[src/logic/shadow_params.svh]
// Function
// - build-time choice of one, two, four or eight sets; highest set number reported.
// - the normal registers count as set zero.
// - plain register references go to the current set; at most eight here.
// - previous-set read and write instructions reach registers of the previous set.
// - current-set field holds the live set; previous-set field the one before entry.
// - vectored internal mode takes the set from the per-priority map.
// - other exceptions and non-vectored interrupts use the software exception-set field.
// - reset class, debug entry, bootstrap mode or exception level leave fields alone.
// - otherwise entry copies current to previous, then loads current from source.
// - interrupt, vector select, no external mode, vectored support: map entry by priority.
// - interrupt, vector select, external mode: the externally supplied set.
// - every other entry loads current from the exception-set field.
// - debug return, or return with error level set, leaves fields alone.
// - any other return without an entry in the same cycle copies previous back into current.
// - reset, soft reset and non-maskable interrupt vector to bfc00000.
// - debug vectors to bfc00480, or ff200200 with the probe trap bit set.
// - other vectors are base plus offset; base bfc00200 or programmable with top 10.
// - offset 180 for general exceptions, 200 for interrupts with vector select.
// - programmable base with vector select uses the vectored offset scheme.
// - vectored offset is 200 plus number times spacing with five zeros.
// - with exception level set every general or interrupt entry uses offset 180, fields untouched.
// - base and offset add in bits 29..0 only; top two bits pass.
// - an accepted external request captures its set into the external-set field.
`ifndef SHADOW_PARAMS_SVH
`define SHADOW_PARAMS_SVH
`define ADR_CTL 8'h00
`define ADR_MAP 8'h04
`define ADR_CFG 8'h08
`define ADR_EXCEPTION_BASE_REGISTER 8'h0c
`define ADR_VEC 8'h10
`define CTL_CSS 0
`define CTL_PSS 6
`define CTL_ESS 12
`define CTL_EXT 18
`define CTL_HSS 26
`define CFG_BEV 0
`define CFG_EXL 1
`define CFG_ERL 2
`define CFG_IV 3
`define CFG_EXTERNAL_CONTROLLER_MODE_BIT 4
`define CFG_VECTORED_INTERRUPT_SUPPORT_BIT 5
`define CFG_PROBE 6
`define CFG_IPL 8
`define CFG_VS 16
`define VEC_RESET 32'hbfc00000
`define VEC_DEBUG 32'hbfc00480
`define VEC_PROBE 32'hff200200
`define BASE_BEV 32'hbfc00200
`define EXCEPTION_BASE_REGISTER_TOP 2'h2
`define OFF_GENERAL 30'h00000180
`define OFF_INTR 30'h00000200
`define RST_BEV 1'h1
`define RST_ERL 1'h1
`define RST_VECTORED_INTERRUPT_SUPPORT_BIT 1'h1
`endif

[src/logic/shadow_pkg.sv]
package shadow_pkg;
	typedef enum logic [1:0] {
		EXC_GENERAL = 2'h0,
		EXC_INTERRUPT = 2'h1,
		EXC_RESET = 2'h2,
		EXC_DEBUG = 2'h3
	} exc_kind_type;

	typedef enum logic [1:0] {
		BUS_IDLE = 2'h1,
		BUS_ACK = 2'h2
	} bus_state_type;

	typedef struct packed {
		bus_state_type bus;
		logic ack;
		logic [31:0] rdat;
		logic [3:0] current_set_field;
		logic [3:0] previous_set_field;
		logic [3:0] exception_set_field;
		logic [3:0] ext;
		logic [31:0] map;
		logic bootstrap_vector_bit;
		logic exception_level_bit;
		logic error_level_bit;
		logic iv;
		logic external_controller_mode_bit;
		logic vectored_interrupt_support_bit;
		logic probe;
		logic [5:0] priority_level;
		logic [4:0] vs;
		logic [17:0] exception_base_register;
		logic [31:0] vec;
		logic vec_vld;
		logic [8:0] gaddr;
	} state_type;
endpackage : shadow_pkg

[src/logic/shadow_vector_select.sv]
// Local design decisions: the register offsets and register access over Wishbone.
`timescale 1ns/1ns
`include "shadow_params.svh"
module shadow_vector_select #(
	parameter int NUM_SETS = 8
) (
	input wire logic clk_i,
	input wire logic rst_i,
	input wire logic ce_i,
	input wire logic wb_cyc_i,
	input wire logic wb_stb_i,
	input wire logic wb_we_i,
	input wire logic [7:0] wb_adr_i,
	input wire logic [3:0] wb_sel_i,
	input wire logic [31:0] wb_dat_i,
	output logic [31:0] wb_dat_o,
	output logic wb_ack_o,
	input wire logic exc_valid_i,
	input wire shadow_pkg::exc_kind_type exc_kind_i,
	input wire logic [5:0] vec_num_i,
	input wire logic eret_i,
	input wire logic debug_return_instr_i,
	input wire logic ext_req_i,
	input wire logic [3:0] ext_set_i,
	input wire logic [4:0] gpr_idx_i,
	input wire logic prev_sel_i,
	output logic [31:0] vector_addr_o,
	output logic vector_valid_o,
	output logic [3:0] current_set_o,
	output logic [3:0] previous_set_o,
	output logic [8:0] gpr_addr_o
);
	import shadow_pkg::*;

	localparam logic [3:0] HIGHEST = 4'(NUM_SETS - 1);

	generate
		if (!(NUM_SETS == 1 || NUM_SETS == 2 || NUM_SETS == 4 || NUM_SETS == 8)) begin : g_bad_sets
			$error("NUM_SETS must be 1, 2, 4 or 8");
		end
	endgenerate

	// set counts are powers of two, so masking keeps any set number legal
	function automatic logic [3:0] setmask(input logic [3:0] v);
		setmask = v & HIGHEST;
	endfunction : setmask

	function automatic logic [31:0] wmerge(input logic [31:0] old_v, input logic [31:0] new_v,
		input logic [3:0] sel);
		logic [31:0] r;
		r = old_v;
		for (int i = 0; i < 4; i++) begin
			if (sel[i]) begin
				r[i*8 +: 8] = new_v[i*8 +: 8];
			end
		end
		wmerge = r;
	endfunction : wmerge

	state_type s_r;
	state_type s_nxt;
	logic [3:0] map_pick;

	assign map_pick = setmask(s_r.map[{s_r.priority_level[2:0], 2'h0} +: 4]);

	always_comb begin
		logic [31:0] ctl_w;
		logic [31:0] cfg_w;
		logic [31:0] eb_w;
		logic [31:0] rd;
		logic [31:0] w;
		logic [31:0] base;
		logic [29:0] off;
		logic [31:0] addr;
		logic [3:0] nset;
		logic intr;
		logic skip;
		ctl_w = 32'h0;
		cfg_w = 32'h0;
		eb_w = 32'h0;
		rd = 32'h0;
		w = 32'h0;
		base = 32'h0;
		off = 30'h0;
		addr = 32'h0;
		nset = 4'h0;
		intr = 1'b0;
		skip = 1'b0;
		s_nxt = s_r;
		s_nxt.vec_vld = 1'b0;

		ctl_w[`CTL_CSS +: 4] = s_r.current_set_field;
		ctl_w[`CTL_PSS +: 4] = s_r.previous_set_field;
		ctl_w[`CTL_ESS +: 4] = s_r.exception_set_field;
		ctl_w[`CTL_EXT +: 4] = s_r.ext;
		ctl_w[`CTL_HSS +: 4] = HIGHEST;
		cfg_w[`CFG_BEV] = s_r.bootstrap_vector_bit;
		cfg_w[`CFG_EXL] = s_r.exception_level_bit;
		cfg_w[`CFG_ERL] = s_r.error_level_bit;
		cfg_w[`CFG_IV] = s_r.iv;
		cfg_w[`CFG_EXTERNAL_CONTROLLER_MODE_BIT] = s_r.external_controller_mode_bit;
		cfg_w[`CFG_VECTORED_INTERRUPT_SUPPORT_BIT] = s_r.vectored_interrupt_support_bit;
		cfg_w[`CFG_PROBE] = s_r.probe;
		cfg_w[`CFG_IPL +: 6] = s_r.priority_level;
		cfg_w[`CFG_VS +: 5] = s_r.vs;
		eb_w = {`EXCEPTION_BASE_REGISTER_TOP, s_r.exception_base_register, 12'h0};

		case (wb_adr_i)
			`ADR_CTL: rd = ctl_w;
			`ADR_MAP: rd = s_r.map;
			`ADR_CFG: rd = cfg_w;
			`ADR_EXCEPTION_BASE_REGISTER: rd = eb_w;
			`ADR_VEC: rd = s_r.vec;
			default: rd = 32'h0;
		endcase

		// read data is captured with the request, write lands on the ack edge
		case (s_r.bus)
			BUS_IDLE: begin
				if (wb_cyc_i && wb_stb_i) begin
					s_nxt.ack = 1'b1;
					s_nxt.rdat = rd;
					s_nxt.bus = BUS_ACK;
				end
			end
			BUS_ACK: begin
				s_nxt.ack = 1'b0;
				s_nxt.bus = BUS_IDLE;
				if (wb_cyc_i && wb_stb_i && wb_we_i) begin
					case (wb_adr_i)
						`ADR_CTL: begin
							w = wmerge(ctl_w, wb_dat_i, wb_sel_i);
							s_nxt.exception_set_field = setmask(w[`CTL_ESS +: 4]);
							s_nxt.previous_set_field = setmask(w[`CTL_PSS +: 4]);
						end
						`ADR_MAP: s_nxt.map = wmerge(s_r.map, wb_dat_i, wb_sel_i);
						`ADR_CFG: begin
							w = wmerge(cfg_w, wb_dat_i, wb_sel_i);
							s_nxt.bootstrap_vector_bit = w[`CFG_BEV];
							s_nxt.exception_level_bit = w[`CFG_EXL];
							s_nxt.error_level_bit = w[`CFG_ERL];
							s_nxt.iv = w[`CFG_IV];
							s_nxt.external_controller_mode_bit = w[`CFG_EXTERNAL_CONTROLLER_MODE_BIT];
							s_nxt.vectored_interrupt_support_bit = w[`CFG_VECTORED_INTERRUPT_SUPPORT_BIT];
							s_nxt.probe = w[`CFG_PROBE];
							s_nxt.priority_level = w[`CFG_IPL +: 6];
							s_nxt.vs = w[`CFG_VS +: 5];
						end
						`ADR_EXCEPTION_BASE_REGISTER: begin
							w = wmerge(eb_w, wb_dat_i, wb_sel_i);
							s_nxt.exception_base_register = w[29:12];
						end
						default: begin
						end
					endcase
				end
			end
			default: begin
				s_nxt.ack = 1'b0;
				s_nxt.bus = BUS_IDLE;
			end
		endcase

		if (ext_req_i) begin
			s_nxt.ext = setmask(ext_set_i);
		end

		// vector address
		off = `OFF_GENERAL;
		if (!s_r.exception_level_bit && exc_kind_i == EXC_INTERRUPT && s_r.iv) begin
			if (s_r.bootstrap_vector_bit || s_r.vs == 5'h0) begin
				off = `OFF_INTR;
			end else begin
				off = `OFF_INTR + 30'(30'(vec_num_i) * 30'({s_r.vs, 5'h0}));
			end
		end
		base = s_r.bootstrap_vector_bit ? `BASE_BEV : {`EXCEPTION_BASE_REGISTER_TOP, s_r.exception_base_register, 12'h0};
		addr = {base[31:30], base[29:0] + off};
		if (exc_kind_i == EXC_RESET) begin
			addr = `VEC_RESET;
		end else if (exc_kind_i == EXC_DEBUG) begin
			addr = s_r.probe ? `VEC_PROBE : `VEC_DEBUG;
		end

		// shadow set selection; hardware entry beats a same-cycle software write
		intr = exc_kind_i == EXC_INTERRUPT && s_r.iv;
		if (intr && !s_r.external_controller_mode_bit && s_r.vectored_interrupt_support_bit) begin
			nset = map_pick;
		end else if (intr && s_r.external_controller_mode_bit) begin
			nset = s_r.ext;
		end else begin
			nset = s_r.exception_set_field;
		end
		skip = exc_kind_i == EXC_RESET || exc_kind_i == EXC_DEBUG || s_r.bootstrap_vector_bit || s_r.exception_level_bit;

		if (exc_valid_i) begin
			s_nxt.vec = addr;
			s_nxt.vec_vld = 1'b1;
			if (!skip) begin
				s_nxt.previous_set_field = s_r.current_set_field;
				s_nxt.current_set_field = nset;
			end
		end else if (eret_i && !s_r.error_level_bit && !debug_return_instr_i) begin
			// debug return or error level set falls through and holds both fields
			s_nxt.current_set_field = s_r.previous_set_field;
		end

		// set zero is the normal bank, so a zero set reaches it unchanged
		s_nxt.gaddr = {prev_sel_i ? s_r.previous_set_field : s_r.current_set_field, gpr_idx_i};
	end

	always_ff @(posedge clk_i) begin
		if (rst_i) begin
			s_r <= '0;
			s_r.bus <= BUS_IDLE;
			s_r.bootstrap_vector_bit <= `RST_BEV;
			s_r.error_level_bit <= `RST_ERL;
			s_r.vectored_interrupt_support_bit <= `RST_VECTORED_INTERRUPT_SUPPORT_BIT;
		end else if (ce_i) begin
			s_r <= s_nxt;
		end
	end

	assign wb_dat_o = s_r.rdat;
	assign wb_ack_o = s_r.ack;
	assign vector_addr_o = s_r.vec;
	assign vector_valid_o = s_r.vec_vld;
	assign current_set_o = s_r.current_set_field;
	assign previous_set_o = s_r.previous_set_field;
	assign gpr_addr_o = s_r.gaddr;
endmodule : shadow_vector_select

[config.mk]
export PLATFORM = sky130hd
export DESIGN_NAME = shadow_vector_select
export DESIGN_NICKNAME = d
export VERILOG_FILES = /design/src/logic/shadow_pkg.sv /design/src/logic/shadow_vector_select.sv
export VERILOG_INCLUDE_DIRS = /design/src /design/src/logic
export SDC_FILE = /design/constraint.sdc
export NUM_CORES = 1
export LEC_CHECK = 0
export BUFFER_PORTS_ARGS = -buffer_cell sky130_fd_sc_hd__buf_2
export CORE_MARGIN = 2
export CORE_UTILIZATION = 42
export DETAILED_ROUTE_END_ITERATION = 6
export GPL_TIMING_DRIVEN = 1
export PLACE_DENSITY_LB_ADDON = 0.2
export SETUP_SLACK_MARGIN = 0.4
export SLEW_MARGIN = 20
export SYNTH_ARGS = -nofsm -noshare
export SYNTH_HDL_FRONTEND = slang
export SYNTH_SLANG_ARGS = --single-unit
export TNS_END_PERCENT = 10
[constraint.sdc]
create_clock -name clk_i -period 17.65 [get_ports clk_i]
set_input_delay 1.765 -clock clk_i [delete_from_list [all_inputs] [get_ports clk_i]]
set_output_delay 1.765 -clock clk_i [all_outputs]
set_load 0.1 [all_outputs]
Word-level counts from Yosys, hierarchy flattened --
Cells that the tools add are included.
Operators by class: add/sub/neg operators 2, muxes and demuxes 22, reductions and logical operators 37, shift-type cells 1, eq/ne operators 11, multipliers 1
Operator list (count):
- $pmux W32 S5 | 1
- $mux W31 | 3
- $reduce_and A5 Y1 | 11
- $mux W8 | 5
- $mux W35 | 1
- $mux W17 | 2
- $shiftx A32 B6 Y3 | 1
- $add A30 B30 Y30 | 1
- $mux W30 | 1
- $add A10 B16 Y17 const A | 1
- $eq A8 B4 Y1 const B | 2
- $mux W4 | 4
- $mul A6 B5 Y11 | 1
- $logic_and A1 B1 Y1 | 10
- $mux W3 | 3
- $eq A8 B3 Y1 const B | 1
- $eq A8 B5 Y1 const B | 1
- $logic_not A8 Y1 | 1
- $mux W7 | 1
- $eq A2 B2 Y1 const B | 3
- $reduce_and A2 Y1 | 3
- $reduce_and A3 Y1 | 2
- $logic_not A5 Y1 | 1
- $eq A2 B1 Y1 const B | 2
- other kinds (5) | 12
Storage, ports and cells: output and inout port bits 83, word-level logic and storage cells 100, bits in registers 159, input bits 72

Longest topological paths before layout --
word-level depth 7, mapped depth 25

Worst setup path after synthesis --
No wires, ideal clock.
kind input to register, start in vec_num_i[1], end reg s_r (netlist bit vector_addr_o[23]), path slack 10734 ps, cell stages on the path 23, arrival 6813 ps, setup time 103 ps, cell sequence and2_1 > fa_1 > inv_1 > fa_1 > fa_1 > inv_1 > ha_1 > and2_1 > a32o_1 > o41ai_1 > xnor2_1 > and4_1 > xnor2_1 > nor2_1 > ha_1 > nor3_1 > a211oi_1 > and3_1 > a31o_1 > buf_6 > nand3_2 > xnor2_1 > a2111oi_2
Between the ends: word-level cells in the longest chain between the ends 7
Ends and longest elaborated chain:
- start, declared | line shadow_vector_select.sv:20 | input wire logic [5:0] vec_num_i,
- $mul A6 B5 Y11 | line shadow_vector_select.sv:174 | off = `OFF_INTR + 30'(30'(vec_num_i) * 30'({s_r.vs, 5'h0}));
- $add A10 B16 Y17 (no source line)
- $mux W17 | line shadow_vector_select.sv:171 | if (s_r.bootstrap_vector_bit || s_r.vs == 5'h0) begin
- $mux W17 | line shadow_vector_select.sv:170 | if (!s_r.exception_level_bit && exc_kind_i == EXC_INTERRUPT && s_r.iv) begin
- $add A30 B30 Y30 | line shadow_vector_select.sv:178 | addr = {base[31:30], base[29:0] + off};
- $mux W31 | line shadow_vector_select.sv:181 | end else if (exc_kind_i == EXC_DEBUG) begin
- $mux W31 | line shadow_vector_select.sv:179 | if (exc_kind_i == EXC_RESET) begin
- end signal, assigned | line shadow_vector_select.sv:220 | s_r <= s_nxt;
- end, declared | line shadow_vector_select.sv:60 | state_type s_r;
No other way between the ends. A chain may end at the register's enable or synchronous reset.

Worst setup path after layout --
start in vec_num_i[1], end reg s_r (netlist bit vector_addr_o[21])
The elaborated chain is that of the path after synthesis.

==> metrics.cfg <==
[outcome]
status = complete, no violations

[hold_path]
hp-start = wb_dat_o[5]
hold_path_depth = 2
min_to = wb_dat_o[5]
hold_class = reg2reg

[sta]
hold_violations = 0
max_slew_margin_pct = 39.7
worstMarginPinSlew_ns = 0.905
skew_ns = 0.0115
setup_viol = 0
period_share_pct = 40.6
final.min_clock_period_ns = 7.16
tns_ns = 0
maxClockFrequency_ghz = 0.140
rsz0062_at_grt = false
drv_slew = 0

[cts]
cts_made_buffers = 17
cts_buffer_depth = 2
insertion_delay_ns = 0.44
cts_tree = done
cts_max_level = 4
cts_hold_buf = 0
numClockSinks = 153
cts_resized = 0
postCtsSetupRepairBufs = 0
path_clk_slew_ns = 0.07
cts_root_buf = clkbuf_16

[global_route]
grt_max_degree = 81
grt_usage_pct = 22.8
grt_overflow_total = 0
grt_pass1_wl_um = 41100
grt_pass1_vias = 7031
grt_antenna_before_repair = 1

[logic_synthesis]
async_reset_ff_share_pct = 0
yosysUniqueCellTypes = 84
syn-cell-area_um2 = 9180
yosysTopAreaCell = dfxtp_1
ys.warnings.count = 0
synth_area_per_cell_um2 = 8.82
ys_ff_latch = 153
synth_edf_count = 0
synthCells = 1040
synth_top_flop_cell = dfxtp_1
synth.area.top_cells = dfxtp_1 33%, mux2i_1 10%, buf_4 7.0%
synth.top_cell.area_share_pct = 33.4
seq_area_frac_synth_pct = 33.4

[placement]
gp_congestion = 0.876
post-dp-hpwl_um = 19800
io_buffers = 148

[finish]
fin_nets = 1192
drive_gt1_share_pct = 21.8
fillCellCount = 2172
synthToLayoutAreaGrowth_pct = 9.57
multi_input_area_um2 = 5140
register_area_um2 = 3060

[setup_path]
r2r_slack_ns = 11.45
cp.arrival_ns = 7.50
r2r_end = vector_addr_o[21]
critPathCaptureType = flop
worstSetupStartpointType = primary input
worst-setup-path-type = in2reg
path_max_fanout = 8
r2r_cells = 22
r2r_start = s_r[64]
cp.required_ns = 17.99

[drt]
final_antenna_net_count = 0
dr_total_vias = 7514
first_pass_iters = 5
drc_errors = 0
wirelength_um = 26600
drtIter0Drc = 634
wire_per_inst_um = 19.4
avgViaCountPerCell = 5.46

[power_and_ir_drop]
p_per_area_nw_per_um2 = 81.1
ir_worst_vdd_mv = 0.0644
totalPowerFinal_w = 0.000815
p_leak_nw = 4.18

[die]
die_area_um2 = 23000
die_y_um = 152
num_io_pins = 155
row_count = 54
start_util_pct = 42.4
die_w_um = 152
coreArea_um2 = 21600

[job]
cap_viol_max_count = 0

==> cells by family (layout without fill, tap and decap cells) <==
family | count (synthesis) | after routing | synth area share [%]
and+or+nand+nor | 375 | 375 | 19.9
AOI/OAI and AO/OA | 180 | 180 | 14.6
buffers and inverters | 161 | 211 | 10.8
DFF | 153 | 153 | 33.4
muxes | 105 | 105 | 12.4
adders and majority gates | 39 | 39 | 6.30
xor gates and xnor gates | 26 | 26 | 2.64
other | 1 | 6 | 0.0409
==> layout make-up <==
| type | instances | area share (%) |
|---|---|---|
| Antenna cell | 1 | 0.0249 |
| Multi-Input combinational cell | 730 | 51.1 |
| Inverter | 24 | 0.896 |
| Sequential cell | 153 | 30.5 |
| Tap cell | 280 | 3.48 |
| Clock buffer | 19 | 4.40 |
| Clock inverter | 13 | 1.68 |
| Timing Repair Buffer | 155 | 7.91 |
==> cells in the final DEF, fill, tap and decap left out, types with 4 or more instances in the layout <==
cell type   instances
a211oi_1           19
a21oi_1            37
a222oi_1           10
a22o_1             14
a22oi_1            30
and2_1             16
and2_2              6
and3_1              9
buf_2             147
buf_4               8
clkbuf_16          17
clkinvlp_4          4
conb_1              5
dfxtp_1           153
fa_1               12
ha_1               27
inv_1              24
mux2_2              6
mux2i_1            93
mux4_2              6
nand2_1            82
nand2b_1           14
nand3_1            19
nor2_1            160
nor2_2              6
nor2b_1            17
nor3_1              9
o21ai_0            28
xnor2_1            19
xor2_1              6
==> worst max-delay path by stage <==
stage | depth (start not counted) | startpoint | to
after floorplan | 23 | vec_num_i[1] | vector_addr_o[23]
after global placement | 23 | vec_num_i[1] | vector_addr_o[23]
after detailed placement | 23 | vec_num_i[1] | vector_addr_o[21]
after CTS | 23 | vec_num_i[1] | vector_addr_o[23]
after global routing | 23 | vec_num_i[1] | vector_addr_o[29]
final | 23 | vec_num_i[1] | vector_addr_o[21]
==> power breakdown <==
group          total (W)  switching, W  leakage [nW]  internal (W)
sequential      0.000354    0.00000427          1.24      0.000350
clock           0.000386      0.000158         0.286      0.000227
combinational  0.0000756     0.0000600          2.66     0.0000156
==> metrics by stage <==
stage	util (%)	hold slack, ns	worst slack [ns]	cells	area [µm²]
3_3_place_gp	43.7	0.439	10.10	1342	9440
6_report	46.5	0.450	10.49	1375	10100
3_5_place_dp	43.7	0.443	10.06	1342	9440
4_1_cts	46.5	0.450	10.51	1374	10100
2_1_floorplan	-	0.432	10.73	1044	9190
5_1_grt	46.5	0.473	10.06	1375	10100
==> layer usage <==
| layer | vias to the layer above | GRT usage (%) | share of wire [%] |
|---|---|---|---|
| li1 | 3639 | - | - |
| met1 | 3606 | 31.5 | 47 |
| met2 | 243 | 36.3 | 46 |
| met3 | 26 | 3.82 | 5.5 |
| met4 | 0 | 7.97 | 1.8 |
| met5 | - | 0 | 0 |
==> worst max-delay path, cell delays in order <==
cell       delay, ns
buf_2           0.12
and2_1          0.17
fa_1            0.53
inv_1           0.06
fa_1            0.51
fa_1            0.54
inv_1           0.04
ha_1            0.34
and2_1          0.18
a32o_1          0.27
o41ai_1         0.35
xnor2_1         0.23
and4_1          0.26
xnor2_1         0.12
nor2_1          0.08
ha_1            0.36
nor3_1          0.07
a211oi_1        0.30
and3_1          0.20
a31o_1          0.38
nand2_1         0.12
xnor2_1         0.15
a2111oi_2       0.34
==> registers in the layout (all words and copies together) (netlist names) <==
name and flops:
previous_set_o 4, s_r 76, gpr_addr_o 9, wb_dat_o 32
vector_valid_o 1, vector_addr_o 27, current_set_o 4
==> synth_stat cells (all sizes together), types with 3 or more instances <==
library cell	n
ha	27
a22o	14
a31oi	3
dfxtp	153
a21oi	37
a211o	4
o21a	3
xnor2	19
mux4	6
xor2	6
mux2	6
nor2	166
nor3b	3
nor3	11
nand2	83
buf	105
mux2i	93
nand3	21
or2	4
nand2b	14
nor4	4
a22oi	30
clkbuf	31
or3	3
o21ai	29
a211oi	21
a222oi	10
fa	12
a21o	3
and3	11
nor4b	4
nor2b	17
inv	24
nand3b	3
and2	22
and4	3
Note: power is estimated with default switching activity, not from simulation.
